`src/include/sensor_regs_pkg.sv`:
```
// Package: register map, field layout, reset values and shared types of the sensor bank
package sensor_regs_pkg;

   ////////////////////////////////////////////////////////////////////////////////
   // Register addresses (7-bit serial address space)
   localparam logic [6:0] ADDR_REVISION = 7'h00;
   localparam logic [6:0] ADDR_RANGE_MAX = 7'h01;
   localparam logic [6:0] ADDR_RANGE_MIN = 7'h02;
   localparam logic [6:0] ADDR_WDOG = 7'h03;
   localparam logic [6:0] ADDR_CONV_CFG = 7'h04;
   localparam logic [6:0] ADDR_RSVD_A = 7'h05;
   localparam logic [6:0] ADDR_RSVD_B = 7'h06;
   localparam logic [6:0] ADDR_THR_HI = 7'h07;
   localparam logic [6:0] ADDR_RSVD_C = 7'h08;
   localparam logic [6:0] ADDR_THR_LO = 7'h09;
   localparam logic [6:0] ADDR_INT_CFG = 7'h0A;
   localparam logic [6:0] ADDR_PWR_CFG = 7'h0B;
   localparam logic [6:0] ADDR_STATUS = 7'h20;
   localparam logic [6:0] ADDR_STATUS_PAD = 7'h21;
   localparam logic [6:0] ADDR_PROX = 7'h22;
   localparam logic [6:0] ADDR_FC_LO = 7'h23;
   localparam logic [6:0] ADDR_FC_MID = 7'h24;
   localparam logic [6:0] ADDR_FC_HI = 7'h25;
   // Window frozen while converting
   localparam logic [6:0] LOCK_FIRST = 7'h01;
   localparam logic [6:0] LOCK_LAST = 7'h05;

   ////////////////////////////////////////////////////////////////////////////////
   // Reset values and writable-field masks
   localparam logic [7:0] RST_RANGE_MAX = 8'h0E;
   localparam logic [7:0] RST_RANGE_MIN = 8'h14;
   localparam logic [7:0] RST_WDOG = 8'h45;
   localparam logic [7:0] RST_CONV_CFG = 8'h1B;
   localparam logic [7:0] RST_RSVD_A = 8'h01;
   localparam logic [7:0] RST_RSVD_B = 8'hFF;
   localparam logic [7:0] RST_THR_HI = 8'hFF;
   localparam logic [7:0] RST_RSVD_C = 8'h00;
   localparam logic [7:0] RST_THR_LO = 8'h00;
   localparam logic [7:0] RST_INT_CFG = 8'h00;
   localparam logic [7:0] RST_PWR_CFG = 8'h00;
   localparam logic [7:0] MASK_CONV_CFG = 8'h1F;
   localparam logic [7:0] MASK_INT_CFG = 8'h07;
   localparam logic [7:0] MASK_PWR_CFG = 8'h01;
   localparam logic [7:0] READ_ZERO = 8'h00;

   ////////////////////////////////////////////////////////////////////////////////
   // Field positions and serial framing
   localparam int PWR_ACTIVE_BIT = 0;
   localparam int CONV_AMP_LSB = 3;
   localparam int CONV_RESP_LSB = 0;
   localparam int CMD_READ_BIT = 7;
   localparam logic [2:0] BIT_LAST = 3'h7;
   localparam logic [3:0] STATUS_LOW_BITS = 4'h0;

   ////////////////////////////////////////////////////////////////////////////////
   // Impedance range codes: maximum uses 0x00..0x1F, minimum uses 0x20..0x3F
   localparam logic [7:0] MAX_CODE_BASE = 8'h00;
   localparam logic [7:0] MIN_CODE_BASE = 8'h20;
   localparam logic [7:0] RANGE_CODE_SPAN = 8'h1F;
   // Impedance in ohms for each code step, decreasing
   localparam logic [21:0] RP_OHM [0:31] = '{
      22'h3BEBCF, 22'h2FEFD9, 22'h223D9B, 22'h1AA1B1, 22'h13F945, 22'h0EFAF4,
      22'h0B69DE, 22'h08E090, 22'h06A86C, 22'h05538A, 22'h03CDF5, 22'h02F586,
      22'h023824, 22'h01AA1B, 22'h0144A7, 22'h00FC82, 22'h00BD61, 22'h009781,
      22'h006C38, 22'h00542B, 22'h003F20, 22'h002F58, 22'h002413, 22'h001C0E,
      22'h00150B, 22'h0010D5, 22'h000C06, 22'h00095A, 22'h000704, 22'h000543,
      22'h000402, 22'h00031E};

   ////////////////////////////////////////////////////////////////////////////////
   // Types
   typedef enum logic [2:0] {
      MODE_OFF = 3'b000,
      MODE_WAKE = 3'b001,
      MODE_COMP = 3'b010,
      MODE_DRDY = 3'b100,
      MODE_RSVD = 3'b111
   } int_mode_e;

   typedef enum logic {
      PH_CMD = 1'b0,
      PH_DATA = 1'b1
   } phase_e;

   // Live results from the conversion engine
   typedef struct packed {
      logic oscillator_flag;
      logic data_ready_low_flag;
      logic wake_flag;
      logic comp_flag;
      logic [7:0] prox;
      logic [23:0] fcount;
   } conv_result_s;

   // Settings handed to the conversion engine
   typedef struct packed {
      logic [7:0] impedance_range_max;
      logic [7:0] impedance_range_min;
      logic [7:0] wdog_min_freq;
      logic [1:0] amplitude;
      logic [2:0] response_time;
      logic [7:0] thr_high;
      logic [7:0] thr_low;
      int_mode_e interrupt_pin_mode;
      logic active_power_bit;
   } config_s;

endpackage : sensor_regs_pkg

```
`src/hw/sensor_reg_bank.sv`:
```
// Serial-slave register bank of the inductive sensor converter
`timescale 1ns/1ps
// Overview of operation
// While active power bit is set, addresses 0x01 to 0x05 ignore host writes.
// Range maximum codes 0x00-0x1F pick fixed ohm limits, decreasing with code.
// Host must always program range minimum; its reset code 0x14 is unusable.
// Host writes documented defaults into unused and reserved fields.
// Address 0x00 reads a fixed eight-bit silicon revision code.
// Status carries oscillator, data-ready-low, wake and comparator flags on top.
// Read-only registers reject writes; read/write registers take them.
// Reset leaves stand-by with conversion off until host sets power bit.
// 24-bit frequency count reads at 0x23-0x25, low byte first, after proximity.
// Pin mode 000 off, 001 wake, 010 comparator, 100 data-ready, rest reserved.
// Rejected writes change nothing, give no error, and reads still see contents.
module sensor_reg_bank #(
   parameter logic [7:0] REVISION_ID = 8'h5A // Arbitrary value
) (
   input wire logic clk_sys,
   input wire logic sys_rst,
   input wire logic spi_sclk,
   input wire logic spi_csb,
   input wire logic spi_sdi,
   output logic spi_sdo,
   output logic spi_sdo_oe_n,
   input sensor_regs_pkg::conv_result_s conv,
   output sensor_regs_pkg::config_s cfg,
   output logic [21:0] range_max_ohm,
   output logic [21:0] range_min_ohm,
   output logic range_min_usable,
   output logic interrupt_pin_n
);
   import sensor_regs_pkg::*;

   typedef struct packed {
      phase_e ph;
      logic [2:0] bit_cnt;
      logic is_read;
      logic [6:0] addr;
      logic [7:0] rx;
      logic [7:0] tx;
      logic sclk_d;
      logic sdo;
      logic sdo_oe_n;
      logic [7:0] range_max;
      logic [7:0] range_min;
      logic [7:0] wdog;
      logic [7:0] conv_cfg;
      logic [7:0] rsvd_b;
      logic [7:0] thr_hi;
      logic [7:0] rsvd_c;
      logic [7:0] thr_lo;
      logic [7:0] int_cfg;
      logic [7:0] pwr;
      config_s cfg;
      logic [21:0] ohm_max;
      logic [21:0] ohm_min;
      logic min_ok;
      logic int_n;
   } state_s;

   state_s q;
   state_s n;
   logic sclk_l;
   logic csb_l;
   logic sdi_l;
   logic [21:0] ohm_max_c;
   logic [21:0] ohm_min_c;
   logic min_ok_c;
   logic rise;
   logic fall;
   logic byte_done;
   logic wr_ev;
   logic ld_ev;
   logic [6:0] ld_addr;
   logic [7:0] rx_full;
   logic locked;

   ////////////////////////////////////////////////////////////////////////////////
   // Pin synchronisers and range tables
   pin_sync #(
      .W(3),
      .RST_LVL(3'b010)
   ) u_sync (
      .clk_sys(clk_sys),
      .sys_rst(sys_rst),
      .pin_in({spi_sclk, spi_csb, spi_sdi}),
      .level_out({sclk_l, csb_l, sdi_l})
   );

   range_lookup #(
      .CODE_BASE(MAX_CODE_BASE)
   ) u_max (
      .code(q.range_max),
      .ohm(ohm_max_c),
      .usable()
   );

   range_lookup #(
      .CODE_BASE(MIN_CODE_BASE)
   ) u_min (
      .code(q.range_min),
      .ohm(ohm_min_c),
      .usable(min_ok_c)
   );

   ////////////////////////////////////////////////////////////////////////////////
   // Read multiplexer; unmapped and pad addresses read zero
   function automatic logic [7:0] read_reg(input logic [6:0] a);
      logic [7:0] d;
      d = READ_ZERO;
      unique case (a)
         ADDR_REVISION: d = REVISION_ID;
         ADDR_RANGE_MAX: d = q.range_max;
         ADDR_RANGE_MIN: d = q.range_min;
         ADDR_WDOG: d = q.wdog;
         ADDR_CONV_CFG: d = q.conv_cfg;
         ADDR_RSVD_A: d = RST_RSVD_A;
         ADDR_RSVD_B: d = q.rsvd_b;
         ADDR_THR_HI: d = q.thr_hi;
         ADDR_RSVD_C: d = q.rsvd_c;
         ADDR_THR_LO: d = q.thr_lo;
         ADDR_INT_CFG: d = q.int_cfg;
         ADDR_PWR_CFG: d = q.pwr;
         ADDR_STATUS: d = {conv.oscillator_flag, conv.data_ready_low_flag, conv.wake_flag,
                           conv.comp_flag, STATUS_LOW_BITS};
         ADDR_PROX: d = conv.prox;
         ADDR_FC_LO: d = conv.fcount[7:0];
         ADDR_FC_MID: d = conv.fcount[15:8];
         ADDR_FC_HI: d = conv.fcount[23:16];
         default: d = READ_ZERO;
      endcase
      return d;
   endfunction : read_reg

   // Pin mode decode
   function automatic int_mode_e decode_mode(input logic [2:0] m);
      int_mode_e r;
      r = MODE_RSVD;
      unique case (m)
         3'b000: r = MODE_OFF;
         3'b001: r = MODE_WAKE;
         3'b010: r = MODE_COMP;
         3'b100: r = MODE_DRDY;
         default: r = MODE_RSVD;
      endcase
      return r;
   endfunction : decode_mode

   ////////////////////////////////////////////////////////////////////////////////
   // Serial events; bytes complete on the eighth rising clock edge
   assign rise = sclk_l & ~q.sclk_d;
   assign fall = ~sclk_l & q.sclk_d;
   assign byte_done = ~csb_l & rise & (q.bit_cnt == BIT_LAST);
   assign rx_full = {q.rx[6:0], sdi_l};
   assign wr_ev = byte_done & (q.ph == PH_DATA) & ~q.is_read;
   assign ld_ev = byte_done;
   assign ld_addr = (q.ph == PH_CMD) ? rx_full[6:0] : q.addr + 7'h01;
   assign locked = q.pwr[PWR_ACTIVE_BIT] && (q.addr >= LOCK_FIRST) && (q.addr <= LOCK_LAST);

   ////////////////////////////////////////////////////////////////////////////////
   // Next state: framing, register writes, outputs
   always_comb
   begin
      n = q;
      n.sclk_d = sclk_l;
      if (csb_l)
      begin
         // Deselect abandons any partial byte, so a short frame writes nothing
         n.ph = PH_CMD;
         n.bit_cnt = 3'h0;
         n.sdo = 1'b0;
         n.sdo_oe_n = 1'b1;
      end
      else
      begin
         n.sdo_oe_n = 1'b0;
         if (rise)
         begin
            n.rx = rx_full;
            n.bit_cnt = q.bit_cnt + 3'h1;
         end
         if (byte_done)
         begin
            unique case (q.ph)
               PH_CMD:
               begin
                  n.is_read = rx_full[CMD_READ_BIT];
                  n.ph = PH_DATA;
               end
               PH_DATA:
               begin
                  if (!q.is_read && !locked)
                  begin
                     // Read-only addresses fall through untouched, no error
                     unique case (q.addr)
                        ADDR_RANGE_MAX: n.range_max = rx_full;
                        ADDR_RANGE_MIN: n.range_min = rx_full;
                        ADDR_WDOG: n.wdog = rx_full;
                        ADDR_CONV_CFG: n.conv_cfg = rx_full & MASK_CONV_CFG;
                        ADDR_RSVD_B: n.rsvd_b = rx_full;
                        ADDR_THR_HI: n.thr_hi = rx_full;
                        ADDR_RSVD_C: n.rsvd_c = rx_full;
                        ADDR_THR_LO: n.thr_lo = rx_full;
                        ADDR_INT_CFG: n.int_cfg = rx_full & MASK_INT_CFG;
                        ADDR_PWR_CFG: n.pwr = rx_full & MASK_PWR_CFG;
                        default: n.rx = rx_full;
                     endcase
                  end
               end
            endcase
            // Auto-increment for extended frames; data is fetched one byte ahead
            n.addr = ld_addr;
            n.tx = read_reg(ld_addr);
         end
         if (fall && (q.ph == PH_DATA) && q.is_read)
         begin
            n.sdo = q.tx[7];
            n.tx = {q.tx[6:0], 1'b0};
         end
      end
      // Settings to the engine, one cycle behind the register file
      n.cfg.impedance_range_max = q.range_max;
      n.cfg.impedance_range_min = q.range_min;
      n.cfg.wdog_min_freq = q.wdog;
      n.cfg.amplitude = q.conv_cfg[CONV_AMP_LSB +: 2];
      n.cfg.response_time = q.conv_cfg[CONV_RESP_LSB +: 3];
      n.cfg.thr_high = q.thr_hi;
      n.cfg.thr_low = q.thr_lo;
      n.cfg.interrupt_pin_mode = decode_mode(q.int_cfg[2:0]);
      n.cfg.active_power_bit = q.pwr[PWR_ACTIVE_BIT];
      n.ohm_max = ohm_max_c;
      n.ohm_min = ohm_min_c;
      n.min_ok = min_ok_c;
      // Active-low pin follows the flag that the mode selects
      unique case (q.cfg.interrupt_pin_mode)
         MODE_WAKE: n.int_n = ~conv.wake_flag;
         MODE_COMP: n.int_n = ~conv.comp_flag;
         MODE_DRDY: n.int_n = conv.data_ready_low_flag;
         default: n.int_n = 1'b1;
      endcase
   end

   ////////////////////////////////////////////////////////////////////////////////
   // State register; reset comes up in stand-by with documented defaults
   always_ff @(posedge clk_sys)
   begin
      if (sys_rst)
      begin
         q <= '0;
         q.sdo_oe_n <= 1'b1;
         q.range_max <= RST_RANGE_MAX;
         q.range_min <= RST_RANGE_MIN;
         q.wdog <= RST_WDOG;
         q.conv_cfg <= RST_CONV_CFG;
         q.rsvd_b <= RST_RSVD_B;
         q.thr_hi <= RST_THR_HI;
         q.rsvd_c <= RST_RSVD_C;
         q.thr_lo <= RST_THR_LO;
         q.int_cfg <= RST_INT_CFG;
         q.pwr <= RST_PWR_CFG;
         q.int_n <= 1'b1;
      end
      else
      begin
         q <= n;
      end
   end

   assign spi_sdo = q.sdo;
   assign spi_sdo_oe_n = q.sdo_oe_n;
   assign cfg = q.cfg;
   assign range_max_ohm = q.ohm_max;
   assign range_min_ohm = q.ohm_min;
   assign range_min_usable = q.min_ok;
   assign interrupt_pin_n = q.int_n;

   ////////////////////////////////////////////////////////////////////////////////
   // Checks
   logic [4:0] rmax_idx;
   logic [7:0] status_now;
   logic [7:0] fc_lo;
   logic [7:0] fc_hi;
   logic drdy_n_now;
   logic [79:0] rw_bank;
   assign rmax_idx = q.range_max[4:0];
   assign status_now = {conv.oscillator_flag, conv.data_ready_low_flag, conv.wake_flag,
                        conv.comp_flag, STATUS_LOW_BITS};
   assign fc_lo = conv.fcount[7:0];
   assign fc_hi = conv.fcount[23:16];
   assign drdy_n_now = conv.data_ready_low_flag;
   assign rw_bank = {q.range_max, q.range_min, q.wdog, q.conv_cfg, q.rsvd_b, q.thr_hi,
                     q.rsvd_c, q.thr_lo, q.int_cfg, q.pwr};
endmodule : sensor_reg_bank

```
`src/hw/pin_sync.sv`:
```
// Three-stage synchroniser with agreement filter for the serial pins
`timescale 1ns/1ps
module pin_sync #(
   parameter int W = 3,
   parameter logic [W-1:0] RST_LVL = '0
) (
   input wire logic clk_sys,
   input wire logic sys_rst,
   input wire logic [W-1:0] pin_in,
   output logic [W-1:0] level_out
);
   typedef struct packed {
      logic [W-1:0] s1;
      logic [W-1:0] s2;
      logic [W-1:0] s3;
      logic [W-1:0] lvl;
   } sync_s;

   sync_s q;
   sync_s n;

   ////////////////////////////////////////////////////////////////////////////////
   // Level moves only when stages two and three agree; stage one feeds only stage two
   always_comb
   begin
      n = q;
      n.s1 = pin_in;
      n.s2 = q.s1;
      n.s3 = q.s2;
      n.lvl = ((q.s2 ~^ q.s3) & q.s3) | ((q.s2 ^ q.s3) & q.lvl);
   end

   always_ff @(posedge clk_sys)
   begin
      if (sys_rst)
      begin
         q.s1 <= RST_LVL;
         q.s2 <= RST_LVL;
         q.s3 <= RST_LVL;
         q.lvl <= RST_LVL;
      end
      else
      begin
         q <= n;
      end
   end

   assign level_out = q.lvl;

endmodule : pin_sync

```
`src/hw/range_lookup.sv`:
```
// Impedance range code to ohms translation
`timescale 1ns/1ps
module range_lookup
   import sensor_regs_pkg::*;
#(
   parameter logic [7:0] CODE_BASE = 8'h00
) (
   input wire logic [7:0] code,
   output logic [21:0] ohm,
   output logic usable
);
   logic [7:0] offs;

   ////////////////////////////////////////////////////////////////////////////////
   // Codes outside the table clamp to the nearest end and are flagged unusable
   always_comb
   begin
      offs = code - CODE_BASE;
      usable = (code >= CODE_BASE) && (offs <= RANGE_CODE_SPAN);
      if (code < CODE_BASE)
      begin
         ohm = RP_OHM[0];
      end
      else if (offs > RANGE_CODE_SPAN)
      begin
         ohm = RP_OHM[31];
      end
      else
      begin
         ohm = RP_OHM[offs[4:0]];
      end
   end

endmodule : range_lookup

```
`config.mk`:
```
export PLATFORM = sky130hd
export DESIGN_NAME = sensor_reg_bank
export DESIGN_NICKNAME = d
export VERILOG_FILES = /design/src/include/sensor_regs_pkg.sv /design/src/hw/sensor_reg_bank.sv /design/src/hw/pin_sync.sv /design/src/hw/range_lookup.sv
export SDC_FILE = /design/constraint.sdc
export NUM_CORES = 1
export LEC_CHECK = 0
export BUFFER_PORTS_ARGS = -buffer_cell sky130_fd_sc_hd__buf_2
export CAP_MARGIN = 25
export CORE_ASPECT_RATIO = 0.75
export CORE_MARGIN = 2
export CORE_UTILIZATION = 35
export CTS_CLUSTER_DIAMETER = 100
export DETAILED_ROUTE_END_ITERATION = 16
export PLACE_DENSITY = 0.63
export SETUP_SLACK_MARGIN = 0.4
export SLEW_MARGIN = 20
export SYNTH_ARGS = -nofsm -noshare
export SYNTH_HDL_FRONTEND = slang
export SYNTH_HIERARCHICAL = 1
export SYNTH_SLANG_ARGS = --single-unit
```
`constraint.sdc`:
```
create_clock -name clk_sys -period 3.66 [get_ports clk_sys]
set_input_delay 0.732 -clock clk_sys [delete_from_list [all_inputs] [get_ports clk_sys]]
set_output_delay 0.732 -clock clk_sys [all_outputs]
set_load 0.02 [all_outputs]
```
==> flow_metrics.tcl <==
set metrics [dict create \
    outcome "completed" \
    diodes 0 \
    synth_edf_count 0 \
    synth-adder-area-share 0.0261 \
    synth_mux_area_frac 0.0535 \
    first_iter_violations 804 \
    grtUsageTotal 0.205 \
    grt_overflow_total 0 \
    grt_pass1_vias 8549 \
    place_inst 1644 \
    critPathMaxFanout 17 \
    ys_ff_latch 202 \
    synth_compound_area_frac 0.217 \
    async_flop_share 0 \
    fp-row-count 56 \
    slew_headroom 0.452 \
    viasPerCell 5.43 \
    whs_ps 390 \
    place_ws_ps 513 \
    synth_xor_area_frac 0.00784 \
    grt_max_degree 89 \
    timing.final.ws_setup_ps 626 \
    htreeDepth 1 \
    p_leak_nw 4.96 \
    die_area_um2 32900 \
    routed_wl_um 34200 \
    slew_violations 0 \
    synth.largest_area_cell "dfxtp_1" \
    grt_pass1_wl_um 52100 \
    drive_gt1_frac 0.217 \
    syn-cell-area_um2 11000 \
    fin_crit_sh 0.829 \
    post_cts_buffers 0 \
    hpwl_um 25100 \
    syn-num-nets 1319 \
    worst_slew_pin_slew_ps 821 \
    core_area_um2 31100 \
    synth_top_area_frac 0.367 \
    area_growth_pct 9.86 \
    max_freq_mhz 330 \
    setup_violations 0 \
    crit_required_ps 4040 \
    synth_area_leaders "dfxtp_1 (37%), buf_4 (7.1%), nor2b_1 (6.2%), nor2_1 (4.7%), mux2i_1 (4.6%)" \
    end_kind "register" \
    die_w_um 209 \
    first_pass_iters 8 \
    cts_tree "done" \
    clock_skew_ps 24.1 \
    fin_cells 1686 \
    cts_buffers 23 \
    start_util 0.354 \
    ys_seq_area_frac 0.367 \
    ir_drop_mv 0.251 \
    remaining_drc_errors 0 \
    synthCells 1255 \
    avgSynthCellArea_um2 8.77 \
    yosys_warnings 6 \
    hp-class "input pin to register" \
    crit_type "register to register" \
    io_pins 138 \
    numPortBuffers 137 \
    fin_tns_setup_ps 0 \
    cap_viol_max_count 0 \
    grt_setup_unrepaired "no" \
    antenna_found_initial 0 \
    yosys.area_share.simple 0.206 \
    path_clk_slew_ps 60 \
    cp-start-kind "register" \
    cts_root_buf "clkbuf_16" \
    routabilityCongestion 0.984 \
    arrival_ps 3410 \
    synth_cell_types 105 \
    insertion_delay_ps 540 \
    cts_buffer_depth 3 \
    antenna_left 0 \
    hold_violations 0 \
    wl_per_cell_um 20.3 \
    synth-main-ff-cell "dfxtp_1" \
    clock_sinks 202 \
    rrSetupSlack_ps 630 \
    design_area_um2 12100 \
    dpl-instance-area_um2 11300 \
    nets 1327 \
    power_density_nw_per_um2 400 \
    min_period_ps 3030 \
    via_count 9150 \
    die_y_um 158 \
    synth_top_family_by_area "compound AO/OA/AOI/OAI gates" \
]
-- timing repair --
item                                    4_1_cts  5_1_grt
gates resized for setup                       0        2
endpoints found under the setup margin        0        8
hold buffers                                  0        0
-- cell families (layout without fill, tap and decap cells) --
logic type | after synthesis | in the layout
DFF | 202 | 202
xor gates and xnor gates | 9 | 9
muxes | 56 | 56
buffers and inverters | 225 | 250
and+or+nand+nor | 423 | 423
AOI/OAI and AO/OA | 317 | 317
adders and majority gates | 23 | 23
-- per-layer routing --
metal  routed length, um  global-route usage  part of all wire
met1               16000               0.295              0.47
met2               14700               0.315              0.43
met3                2670              0.0377             0.078
met4                 778              0.0503             0.023
met5                   0              0.0105                 0
-- synth_stat cells (8+ instances only) --
master / instances
dfxtp_1: 202
nor2_1: 138
nor2b_1: 109
buf_4: 104
a21oi_1: 64
nand2_1: 59
mux2i_1: 51
clkbuf_1: 46
a211o_1: 34
o21ai_0: 33
buf_2: 30
inv_1: 24
ha_1: 23
nor3_1: 21
a211oi_1: 20
nand3_1: 19
a22oi_1: 18
o21ai_1: 14
a31oi_1: 11
a22o_1: 9
nand2b_1: 9
a311oi_1: 8
o22ai_1: 8
-- power breakdown --
part	switching [mW]	total (mW)	internal, mW
Combinational	0.0981	0.150	0.0514
Clock	0.948	2.45	1.50
Sequential	0.00867	2.24	2.23
-- cell type report --
cell class | count | area [um^2]
Multi-Input combinational cell | 828 | 5610
Clock inverter | 12 | 166
Clock buffer | 30 | 632
Fill cell | 3193 | 19000
Tap cell | 406 | 508
Sequential cell | 202 | 4050
Inverter | 34 | 144
Timing Repair Buffer | 174 | 982
-- stage by stage --
stage	utilization	power, mW
final	0.389	4.83
after floorplan	-	2.41
after detailed placement	0.363	2.44
after global routing	0.389	5.01
after CTS	0.389	4.91
after global placement	0.363	2.44
-- layout by cell type, fill, tap and decap left out, types with 6 or more instances in the layout --
cell	instances
nor2_1	138
a31oi_1	11
o211ai_1	6
a211oi_1	20
inv_1	24
nor3_1	21
mux2i_1	51
o21ai_0	33
buf_4	36
clkbuf_16	23
buf_2	136
a222oi_1	6
a22o_1	9
a21o_1	6
nor2b_1	109
or3_1	7
nand2b_1	9
nand3_1	19
nand2_1	59
dfxtp_1	201
a211o_1	34
o22ai_1	8
inv_2	7
a21oi_1	63
clkinv_2	7
a22oi_1	18
nor4_1	6
o21ai_1	14
ha_1	23
a311oi_1	8
-- sequential cells by signal, indices dropped and copies added (netlist names) --
signal and flops:
cfg 49, q 47, n 46, range_max_ohm 22, range_min_ohm 22, u_sync/n 6
u_sync/level_out 3, u_sync/q 3, interrupt_pin_n 1, range_min_usable 1, spi_sdo 1, spi_sdo_oe_n 1
-- critical path: stages (launching register included) --
cell and delay (ps):
dfxtp_1 780, and3b_4 310, o2111ai_1 200, nand2_1 360, a221oi_1 420, o21ai_0 200, a2111oi_0 470, o32ai_1 130
-- final timing paths --
check	from	end	cells after the start
min	spi_csb	u_sync/n[7]	2
min reg2reg	u_sync/n[7]	u_sync/n[4]	1
max reg2reg	q[197]	q[178]	7
max	q[197]	q[178]	7
(Power assumes the default switching activity.)
